[src/iam_pkg.sv]
package iam_pkg;

  // register byte addresses on the bus
  localparam logic [7:0] OFS_OWN_ADDR  = 8'h00;
  localparam logic [7:0] OFS_EXT_ADDR  = 8'h04;
  localparam logic [7:0] OFS_DATA      = 8'h08;
  localparam logic [7:0] OFS_CONTROL   = 8'h0C;
  localparam logic [7:0] OFS_STATUS    = 8'h10;
  localparam int         DEC_BITS      = 8;

  // register geometry and reset values
  localparam int         REG_W         = 8;
  localparam logic [7:0] REG_RST       = 8'h00;

  // own-address byte layout
  localparam int         OWN_HI        = 7;
  localparam int         OWN_LO        = 1;
  localparam int         DIR_BIT       = 0;

  // ten-bit prefix in bits 7:3 of the first byte
  localparam int         PFX_HI        = 7;
  localparam int         PFX_LO        = 3;
  localparam logic [4:0] TEN_BIT_PFX   = 5'h1E;

  // control bits
  localparam int         CTL_ENABLE    = 6;
  localparam int         CTL_ACK       = 2;

  // status bits
  localparam int         STS_SLAVE     = 0;
  localparam int         STS_TEN_BIT   = 1;
  localparam int         STS_READ      = 2;
  localparam int         STS_BUSY      = 3;
  localparam int         STS_ACKING    = 4;

  // bits per address byte
  localparam logic [3:0] BYTE_BITS     = 4'h8;

  // ahb encodings
  localparam logic [1:0] HTRANS_NONSEQ = 2'h2;
  localparam int         HTRANS_ACT    = 1;

  typedef enum logic [2:0] {
    IAM_IDLE,
    IAM_ADDR,
    IAM_DECIDE,
    IAM_ACK,
    IAM_BUSY
  } iam_state_t;

endpackage

[src/iam_addr_match.sv]
// What this block does
// with 7-bit addressing the own address is bits 7 down to 1 of the own-address register.
// a first byte after a START that matches the own address and whose upper five bits are not 11110b puts the block into slave operation.
// the address is shifted in most significant bit first, so stored bit 7 meets the first bus bit.
// a first byte whose upper five bits are 11110b (F0h to F7h) selects 10-bit slave addressing.
// a matching 10-bit first byte is acknowledged on the bus with no software event raised.
// reset clears the own-address, extended-address, data and control registers to zero.
// the direction bit, bit 0, is kept out of the compare and only picks the transfer direction.
//
// The placing of the registers and the AHB-Lite slave port were left to the implementer.
module iam_addr_match
  import iam_pkg::*;
(
  // clock and reset
  input  wire logic        mclk,
  input  wire logic        sys_rst,
  // ahb-lite slave
  input  wire logic        hsel,
  input  wire logic [31:0] haddr,
  input  wire logic [1:0]  htrans,
  input  wire logic        hwrite,
  input  wire logic [2:0]  hsize,
  input  wire logic [31:0] hwdata,
  input  wire logic        hready,
  output logic      [31:0] hrdata,
  output logic             hreadyout,
  output logic             hresp,
  // i2c pins, open drain
  input  wire logic        scl_i,
  input  wire logic        sda_i,
  output logic             sda_o,
  output logic             sda_oe,
  // slave status
  output logic             slave_mode,
  output logic             ten_bit_sel,
  output logic             xfer_read
);

  // synchronised pins
  logic scl_s;
  logic sda_s;

  iam_sync #(.RST_VAL(1'b1)) u_sync_scl (
    .mclk    (mclk),
    .sys_rst (sys_rst),
    .din     (scl_i),
    .dout    (scl_s)
  );

  iam_sync #(.RST_VAL(1'b1)) u_sync_sda (
    .mclk    (mclk),
    .sys_rst (sys_rst),
    .din     (sda_i),
    .dout    (sda_s)
  );

  // bus group state
  logic [REG_W-1:0]    own_slave_address_q;
  logic [REG_W-1:0]    own_slave_address_d;
  logic [REG_W-1:0]    extended_own_address_q;
  logic [REG_W-1:0]    extended_own_address_d;
  logic [REG_W-1:0]    data_q;
  logic [REG_W-1:0]    data_d;
  logic [REG_W-1:0]    control_q;
  logic [REG_W-1:0]    control_d;
  logic                wr_pend_q;
  logic                wr_pend_d;
  logic [DEC_BITS-1:0] wr_addr_q;
  logic [DEC_BITS-1:0] wr_addr_d;
  logic [31:0]         hrdata_q;
  logic [31:0]         hrdata_d;
  logic                hreadyout_q;
  logic                hresp_q;

  // i2c group state
  iam_state_t          state_q;
  iam_state_t          state_d;
  logic [REG_W-1:0]    shift_q;
  logic [REG_W-1:0]    shift_d;
  logic [3:0]          bit_cnt_q;
  logic [3:0]          bit_cnt_d;
  logic                scl_p_q;
  logic                scl_p_d;
  logic                sda_p_q;
  logic                sda_p_d;
  logic                sda_oe_q;
  logic                sda_oe_d;
  logic                sda_o_q;
  logic                slave_q;
  logic                slave_d;
  logic                ten_q;
  logic                ten_d;
  logic                read_q;
  logic                read_d;
  logic                addr_load_q;
  logic                addr_load_d;
  logic [REG_W-1:0]    addr_byte_q;
  logic [REG_W-1:0]    addr_byte_d;

  // bus conditions
  logic                acc;
  logic [DEC_BITS-1:0] acc_ofs;
  logic [REG_W-1:0]    status_v;
  logic [REG_W-1:0]    rd_v;

  // bus event detection
  logic                scl_rise;
  logic                scl_fall;
  logic                start_seen;
  logic                stop_seen;
  logic                own_match;
  logic                pfx_match;

  assign acc     = hsel & hready & htrans[HTRANS_ACT];
  assign acc_ofs = haddr[DEC_BITS-1:0];

  always_comb begin
    status_v              = REG_RST;
    status_v[STS_SLAVE]   = slave_q;
    status_v[STS_TEN_BIT] = ten_q;
    status_v[STS_READ]    = read_q;
    status_v[STS_BUSY]    = (state_q != IAM_IDLE);
    status_v[STS_ACKING]  = sda_oe_q;
  end

  always_comb begin
    case (acc_ofs)
      OFS_OWN_ADDR: begin
        rd_v = own_slave_address_q;
      end
      OFS_EXT_ADDR: begin
        rd_v = extended_own_address_q;
      end
      OFS_DATA: begin
        rd_v = data_q;
      end
      OFS_CONTROL: begin
        rd_v = control_q;
      end
      OFS_STATUS: begin
        rd_v = status_v;
      end
      default: begin
        rd_v = REG_RST;
      end
    endcase
  end

  // bus next values: address phase latched, write data taken in data phase
  always_comb begin
    own_slave_address_d    = own_slave_address_q;
    extended_own_address_d = extended_own_address_q;
    data_d                 = data_q;
    control_d              = control_q;
    wr_pend_d              = acc & hwrite;
    wr_addr_d              = acc ? acc_ofs : wr_addr_q;
    hrdata_d               = hrdata_q;
    if (acc && !hwrite) begin
      hrdata_d = {{(32-REG_W){1'b0}}, rd_v};
    end
    if (wr_pend_q) begin
      case (wr_addr_q)
        OFS_OWN_ADDR: begin
          own_slave_address_d = hwdata[REG_W-1:0];
        end
        OFS_EXT_ADDR: begin
          extended_own_address_d = hwdata[REG_W-1:0];
        end
        OFS_DATA: begin
          data_d = hwdata[REG_W-1:0];
        end
        OFS_CONTROL: begin
          control_d = hwdata[REG_W-1:0];
        end
        default: begin
          data_d = data_q;
        end
      endcase
    end
    // hardware load of the received address byte wins over a software write
    if (addr_load_q) begin
      data_d = addr_byte_q;
    end
  end

  always_ff @(posedge mclk) begin
    if (sys_rst) begin
      own_slave_address_q    <= REG_RST;
      extended_own_address_q <= REG_RST;
      data_q                 <= REG_RST;
      control_q              <= REG_RST;
      wr_pend_q              <= 1'b0;
      wr_addr_q              <= '0;
      hrdata_q               <= '0;
      hreadyout_q            <= 1'b0;
      hresp_q                <= 1'b0;
    end else begin
      own_slave_address_q    <= own_slave_address_d;
      extended_own_address_q <= extended_own_address_d;
      data_q                 <= data_d;
      control_q              <= control_d;
      wr_pend_q              <= wr_pend_d;
      wr_addr_q              <= wr_addr_d;
      hrdata_q               <= hrdata_d;
      hreadyout_q            <= 1'b1;
      hresp_q                <= 1'b0;
    end
  end

  // line events from the synchronised levels
  assign scl_rise   = scl_s & ~scl_p_q;
  assign scl_fall   = ~scl_s & scl_p_q;
  assign start_seen = scl_s & scl_p_q & sda_p_q & ~sda_s;
  assign stop_seen  = scl_s & scl_p_q & ~sda_p_q & sda_s;

  // compare ignores the direction bit
  assign own_match = (shift_q[OWN_HI:OWN_LO] == own_slave_address_q[OWN_HI:OWN_LO]);
  assign pfx_match = (shift_q[PFX_HI:PFX_LO] == TEN_BIT_PFX);

  // i2c next values
  always_comb begin
    state_d     = state_q;
    shift_d     = shift_q;
    bit_cnt_d   = bit_cnt_q;
    scl_p_d     = scl_s;
    sda_p_d     = sda_s;
    sda_oe_d    = sda_oe_q;
    slave_d     = slave_q;
    ten_d       = ten_q;
    read_d      = read_q;
    addr_load_d = 1'b0;
    addr_byte_d = addr_byte_q;
    if (!control_q[CTL_ENABLE]) begin
      state_d  = IAM_IDLE;
      sda_oe_d = 1'b0;
      slave_d  = 1'b0;
      ten_d    = 1'b0;
    end else if (start_seen) begin
      state_d   = IAM_ADDR;
      bit_cnt_d = '0;
      sda_oe_d  = 1'b0;
      slave_d   = 1'b0;
      ten_d     = 1'b0;
    end else if (stop_seen) begin
      state_d  = IAM_IDLE;
      sda_oe_d = 1'b0;
      slave_d  = 1'b0;
      ten_d    = 1'b0;
    end else begin
      case (state_q)
        IAM_ADDR: begin
          if (scl_rise) begin
            shift_d   = {shift_q[REG_W-2:0], sda_s};
            bit_cnt_d = bit_cnt_q + 4'h1;
            if (bit_cnt_q == BYTE_BITS - 4'h1) begin
              state_d = IAM_DECIDE;
            end
          end
        end
        IAM_DECIDE: begin
          if (scl_fall) begin
            addr_load_d = 1'b1;
            addr_byte_d = shift_q;
            read_d      = shift_q[DIR_BIT];
            ten_d       = pfx_match;
            slave_d     = own_match & ~pfx_match;
            if (own_match && control_q[CTL_ACK]) begin
              sda_oe_d = 1'b1;
              state_d  = IAM_ACK;
            end else begin
              state_d = IAM_IDLE;
            end
          end
        end
        IAM_ACK: begin
          if (scl_fall) begin
            sda_oe_d = 1'b0;
            state_d  = IAM_BUSY;
          end
        end
        IAM_BUSY: begin
          state_d = IAM_BUSY;
        end
        default: begin
          state_d = IAM_IDLE;
        end
      endcase
    end
  end

  always_ff @(posedge mclk) begin
    if (sys_rst) begin
      state_q     <= IAM_IDLE;
      shift_q     <= REG_RST;
      bit_cnt_q   <= '0;
      scl_p_q     <= 1'b1;
      sda_p_q     <= 1'b1;
      sda_oe_q    <= 1'b0;
      sda_o_q     <= 1'b0;
      slave_q     <= 1'b0;
      ten_q       <= 1'b0;
      read_q      <= 1'b0;
      addr_load_q <= 1'b0;
      addr_byte_q <= REG_RST;
    end else begin
      state_q     <= state_d;
      shift_q     <= shift_d;
      bit_cnt_q   <= bit_cnt_d;
      scl_p_q     <= scl_p_d;
      sda_p_q     <= sda_p_d;
      sda_oe_q    <= sda_oe_d;
      sda_o_q     <= 1'b0;
      slave_q     <= slave_d;
      ten_q       <= ten_d;
      read_q      <= read_d;
      addr_load_q <= addr_load_d;
      addr_byte_q <= addr_byte_d;
    end
  end

  assign hrdata      = hrdata_q;
  assign hreadyout   = hreadyout_q;
  assign hresp       = hresp_q;
  assign sda_o       = sda_o_q;
  assign sda_oe      = sda_oe_q;
  assign slave_mode  = slave_q;
  assign ten_bit_sel = ten_q;
  assign xfer_read   = read_q;

endmodule

[src/iam_sync.sv]
module iam_sync
  import iam_pkg::*;
#(
  parameter logic RST_VAL = 1'b1
) (
  // clock and reset
  input  wire logic mclk,
  input  wire logic sys_rst,
  // async level in, synchronised level out
  input  wire logic din,
  output logic      dout
);

  logic meta_q;
  logic meta_d;
  logic sync_q;
  logic sync_d;

  always_comb begin
    meta_d = din;
    sync_d = meta_q;
  end

  always_ff @(posedge mclk) begin
    if (sys_rst) begin
      meta_q <= RST_VAL;
      sync_q <= RST_VAL;
    end else begin
      meta_q <= meta_d;
      sync_q <= sync_d;
    end
  end

  assign dout = sync_q;

endmodule

[config.mk]
export PLATFORM = sky130hd
export DESIGN_NAME = iam_addr_match
export DESIGN_NICKNAME = d
export VERILOG_FILES = /design/src/iam_pkg.sv /design/src/iam_addr_match.sv /design/src/iam_sync.sv
export SDC_FILE = /design/constraint.sdc
export NUM_CORES = 1
export LEC_CHECK = 0
export ABC_AREA = 1
export BUFFER_PORTS_ARGS = -buffer_cell sky130_fd_sc_hd__buf_4
export CORE_ASPECT_RATIO = 0.6
export CORE_MARGIN = 2
export CORE_UTILIZATION = 40
export CTS_CLUSTER_SIZE = 40
export DETAILED_ROUTE_END_ITERATION = 10
export PLACE_DENSITY_LB_ADDON = 0.2
export SLEW_MARGIN = 10
export SYNTH_ARGS = -nofsm -noshare
export SYNTH_HDL_FRONTEND = slang
export SYNTH_SLANG_ARGS = --single-unit
[constraint.sdc]
create_clock -name mclk -period 1.6 [get_ports mclk]
set_clock_uncertainty 0.05 [all_clocks]
set_input_delay 0.24 -clock mclk [delete_from_list [all_inputs] [get_ports mclk]]
set_output_delay 0.24 -clock mclk [all_outputs]
set_load 0.02 [all_outputs]
== Word-level counts from Yosys, hierarchy flattened ==
Index checks and enable logic that the tools add are counted.

* Eq/ne operators: 24
* Add/sub/neg operators: 1
* Muxes and demuxes: 22
* $mul: 0
* Order comparisons: 0
* Shift-type cells: 0
* Div/mod/pow operators: 0
* Bitwise operators: 20
* Reductions and logical operators: 25

{| class="wikitable"
|+ Operator list
! cell !! count
|-
| $pmux W8 S5 || 1
|-
| $eq A8 B4 Y1 const B || 4
|-
| $mux W8 || 3
|-
| $eq A8 B3 Y1 const B || 2
|-
| $logic_not A8 Y1 || 2
|-
| $mux W4 || 4
|-
| $ne A4 B4 Y1 const B || 4
|-
| $reduce_and A4 Y1 || 4
|-
| $mux W3 || 4
|-
| $ne A2 B2 Y1 const B || 6
|-
| $pmux W3 S4 || 1
|-
| $and A1 B1 Y1 || 11
|-
| $reduce_and A2 Y1 || 5
|-
| $reduce_and A5 Y1 || 2
|-
| $reduce_bool A2 Y1 || 5
|-
| $not A1 Y1 || 9
|-
| $eq A8 B5 Y1 const B || 1
|-
| $eq A7 B7 Y1 || 1
|-
| $mux W1 || 7
|-
| $eq A3 B2 Y1 const B || 2
|-
| $eq A5 B5 Y1 const B || 1
|-
| $reduce_or A5 Y1 || 1
|-
| $add A4 B1 Y4 const B || 1
|-
| $eq A4 B3 Y1 const B || 1
|-
| 9 further kinds || 10
|}

* Memory bits (writable): 0
* Input bits: 76
* Output and inout port bits: 39
* Memory bits (read-only): 0
* Bits in latches: 0
* Memories kept: 0
* Register bits: 84

== Longest topological paths before layout ==
* Depth after elaboration: 7
* Mapped depth: 11
* Gate-level depth less buffers: 11

== Cells and area by module ==
Synthesis repeated with hierarchy kept, for this count alone.

* Cell total of the unflattened synthesis: 557
* Area, all modules: 3898.7 um^2

{| class="wikitable"
|+ Modules (own cells, without submodules)
! module !! instances !! cells each !! area an instance (um^2)
|-
| iam_addr_match || 1 || 543 || 3781.1
|-
| iam_sync || 2 || 7 || 58.8
|}

== Least setup slack after synthesis ==
No wires, ideal clock.

* Path type: reg-to-reg
* Start point: reg wr_addr_q[6]
* End point: reg extended_own_address_q[0]
* Stages on the path, launching flop included: 7
* Setup time: 116 ps
* Arrival: 1126 ps
* Slack: 308 ps
* Path through: dfxtp_1 > inv_1 > nand4_4 > nor3_4 > nand2_1 > o21ai_0 > nor2_1

* Cells in the longest elaborated chain, start to end: 2

{| class="wikitable"
|+ RTL lines
! item !! line !! text
|-
| start, declared || iam_addr_match.sv:68 || <nowiki>logic [DEC_BITS-1:0] wr_addr_q;</nowiki>
|-
| start signal, assigned || iam_addr_match.sv:203 || <nowiki>wr_addr_q <= wr_addr_d;</nowiki>
|-
| $eq A8 B3 Y1 || iam_addr_match.sv:162 || <nowiki>case (wr_addr_q)</nowiki>
|-
| $reduce_and A2 Y1 (no line) || n/a ||
|-
| end signal, assigned || iam_addr_match.sv:199 || <nowiki>extended_own_address_q <= extended_own_address_d;</nowiki>
|-
| end, declared || iam_addr_match.sv:60 || <nowiki>logic [REG_W-1:0] extended_own_address_q;</nowiki>
|}

Every way passes these cells.
A chain may end at the register's enable or synchronous reset.

== Worst setup path in the final report ==
* Start point: reg state_q[1]
* End point: reg addr_byte_q[2]

* Cells in the longest elaborated chain, start to end: 2

{| class="wikitable"
|+ RTL lines
! item !! line !! text
|-
| start, declared || iam_addr_match.sv:76 || <nowiki>iam_state_t state_q;</nowiki>
|-
| start signal, assigned || iam_addr_match.sv:306 || <nowiki>state_q <= state_d;</nowiki>
|-
| $eq A3 B2 Y1 || iam_addr_match.sv:250 || <nowiki>case (state_q)</nowiki>
|-
| $reduce_and A5 Y1 (no line) || n/a ||
|-
| end signal, assigned || iam_addr_match.sv:317 || <nowiki>addr_byte_q <= addr_byte_d;</nowiki>
|-
| end, declared || iam_addr_match.sv:97 || <nowiki>logic [REG_W-1:0] addr_byte_q;</nowiki>
|}

Every way passes these cells.

==> flow_summary.toml <==
[setup_path]
cp_slowest_stage_delay_ps = 380
reg2reg_from = "state_q[1]"
worst-path-max-fanout = 12
cpMostUsedCell = "inv_2"
crit_type = "register to register"
arrival_ps = 1740
rrSetupSlack_ps = 80
cp-end-kind = "register"
crit_chain = "inv_2, nor2_2, nand2_1, inv_2, nand3_2, inv_6, o21ai_0, a21oi_1"
slowest_stage = "dfxtp_1"
r2r_cells = 8
cp-endpoint = "addr_byte_q[2]"
crit_path_start_kind = "register"
r2r-end = "addr_byte_q[2]"
startpoint = "state_q[1]"
worstPathRequired_ps = 1820

[logic_synthesis]
synth.avg_cell_area_um2 = 7.01
ys_seq_elements = 83
synth_cell_types = 34
ys_seq_area_share_pct = 42.2
netlist_area_mm2 = 0.00394
synth_cells = 561
synth_warnings = 0

[final_layout]
fin_util_pct = 50.5
fillerInstances = 943
final_cell_mix = "106 x nand2_1, 83 x dfxtp_1, 76 x nor2_1"
drive_gt1_share_pct = 15.5
seq_area_mm2 = 0.00166
layout.nets = 684
syn_to_final_growth_pct = 20.1
diodes = 0
final_common_cell = "nand2_1"
multi_input_area_mm2 = 0.00187

[timing]
fin_crit_ps = 1520
setup_ws_ps = 84.4
finalCritPeriodShare_pct = 94.7
hold_ws_ps = 30.0
hold_violations = 0
drv_slew = 0
finalSetupViolations = 0
tns_ps = 0
max_freq_mhz = 660
rsz0062_at_grt = "yes"

[clocking]
cts_root_buf = "clkbuf_16"
cts.sinks = 83
cts_buffer_depth = 2
cts_tree = "done"
numCtsBuffers = 9
h-tree-depth = 3
insertion_delay_ps = 340
hold_buffers = 0
path_clk_slew_ps = 60

[detailed_routing]
vias_per_cell = 4.96
dr_total_vias = 3679
wl_um = 10500
met2_length_um = 4040
drtIter0Drc = 368
first_pass_iters = 5
top_layer_used = "met4"
drcViolationCount = 0
ant_nets = 0
wl_met3_um = 941
wl_met1_um = 5390
drt-wirelength-per-cell_um = 14.1

[die]
die_w_um = 132
dieArea_mm2 = 0.0107
core_area_mm2 = 0.00936
die_h_um = 80.8
start_util_pct = 42.1
rows = 27
ioPinCount = 115

[global_route]
antenna_found_initial = 0
grt_start_max_net_pins = 60
grt_pass1_vias = 3185
track_usage_pct = 20.3
grt_first_pass_wirelength_um = 16600
grt_overflow = 0

[flow_run]
maxCapViolations = 0

[place]
hpwl_um = 7680
post-place-ws_ps = 78.8
io_buffers = 36
gp_congestion = 0.912

[worst_hold_path]
min_path_type = "primary input to register"

[power]
intPower_mw = 3.97
ir_drop_v = 0.000479
comb_power_share_pct = 6.7
switching_share_pct = 21.2
p_per_area_mw_per_mm2 = 1070
p_leak_nw = 2.06
p_sw_mw = 1.07
power_frac_seq_pct = 41.8
clkPwrFrac_pct = 51.5

[status]
status = "finished clean"
-- metrics by stage --
stage / cells / power [mW] / cell area [µm²]
after CTS: 742 / 5.06 / 4710
after global routing: 742 / 5.19 / 4730
final: 742 / 5.04 / 4730
after floorplan: 586 / 2.40 / 4030
after global placement: 726 / 2.48 / 4340
after detailed placement: 726 / 2.48 / 4340
-- worst max-delay path, delay by kind of cell, from the launching register on --
kind,cells,cell delay (ps)
AO/OA/AOI/OAI,2,220
flip-flops,1,380
buffers and inverters,3,360
AND/OR/NAND/NOR,3,440
-- layer usage --
layer | global-route usage [%] | vias to the layer above
met4 | 5.33 | 0
li1 | - | 1857
met1 | 31.2 | 1678
met5 | 0 | -
met2 | 27.7 | 133
met3 | 5.12 | 11
-- synth_stat cells, drive strengths merged --
library cell | n | area [µm²]
or2 | 4 | 25.0
clkbuf | 5 | 18.8
a21boi | 1 | 7.51
o21ai | 53 | 273
ha | 1 | 12.5
xor2 | 1 | 8.76
buf | 40 | 275
a21oi | 55 | 283
o211ai | 4 | 30.0
conb | 1 | 3.75
a211oi | 1 | 7.51
dfxtp | 83 | 1660
xnor2 | 3 | 26.3
nor2 | 80 | 308
clkinv | 1 | 3.75
nand3 | 55 | 285
inv | 56 | 210
nor3 | 4 | 41.3
and3 | 1 | 6.26
nand2 | 108 | 408
nand4 | 4 | 40.0
-- power groups by stage --
stage	Combinational [mW]	Sequential [mW]	Clock (mW)
after global routing	0.372	2.11	2.71
after global placement	0.325	2.15	0
final	0.338	2.11	2.60
after floorplan	0.249	2.16	0
after CTS	0.330	2.11	2.62
after detailed placement	0.328	2.15	0
-- how the worst min path moves through the flow --
stage,slack (ps),startpoint,cells after the start,endpoint
2_1_floorplan,290,scl_i,1,u_sync_scl.meta_q
3_3_place_gp,350,u_sync_scl.meta_q,1,u_sync_scl.dout
3_5_place_dp,350,u_sync_scl.meta_q,1,u_sync_scl.dout
4_1_cts,30,scl_i,2,u_sync_scl.meta_q
5_1_grt,30,sda_i,2,u_sync_sda.meta_q
6_report,30,scl_i,2,u_sync_scl.meta_q
-- flip-flops by register name, indices dropped and copies added, names as in the netlist, 3 cells and up --
name	flops
state_q	3
wr_addr_q	8
addr_byte_q	8
shift_q	8
data_q	8
bit_cnt_q	4
own_slave_address_q	8
control_q	8
extended_own_address_q	8
hrdata	8
-- area by class of cell --
cell class | instances | area share (%)
inverter | 57 | 4.63
tap | 130 | 3.44
clock buffer | 12 | 5.43
multi-input combinational | 401 | 39.5
timing repair buffer | 55 | 9.26
clock inverter | 4 | 2.54
sequential | 83 | 35.2
-- what timing repair did --
item,4_1_cts,5_1_grt
hold endpoints to repair,0,0
endpoints found under the setup margin,0,10
setup buffers,0,0
resized for setup,0,8
-- cells by family (layout without fill, tap and decap cells) --
family / Yosys count / in the layout / synth area share [%]
AOI/OAI and AO/OA: 114 / 114 / 15.3
and+or+nand+nor: 256 / 256 / 28.3
adders and majority gates: 1 / 1 / 0.318
DFF: 83 / 83 / 42.2
xor gates and xnor gates: 4 / 4 / 0.890
buffers and inverters: 102 / 128 / 12.9
other: 1 / 26 / 0.0953
(Power assumes the default switching activity.)
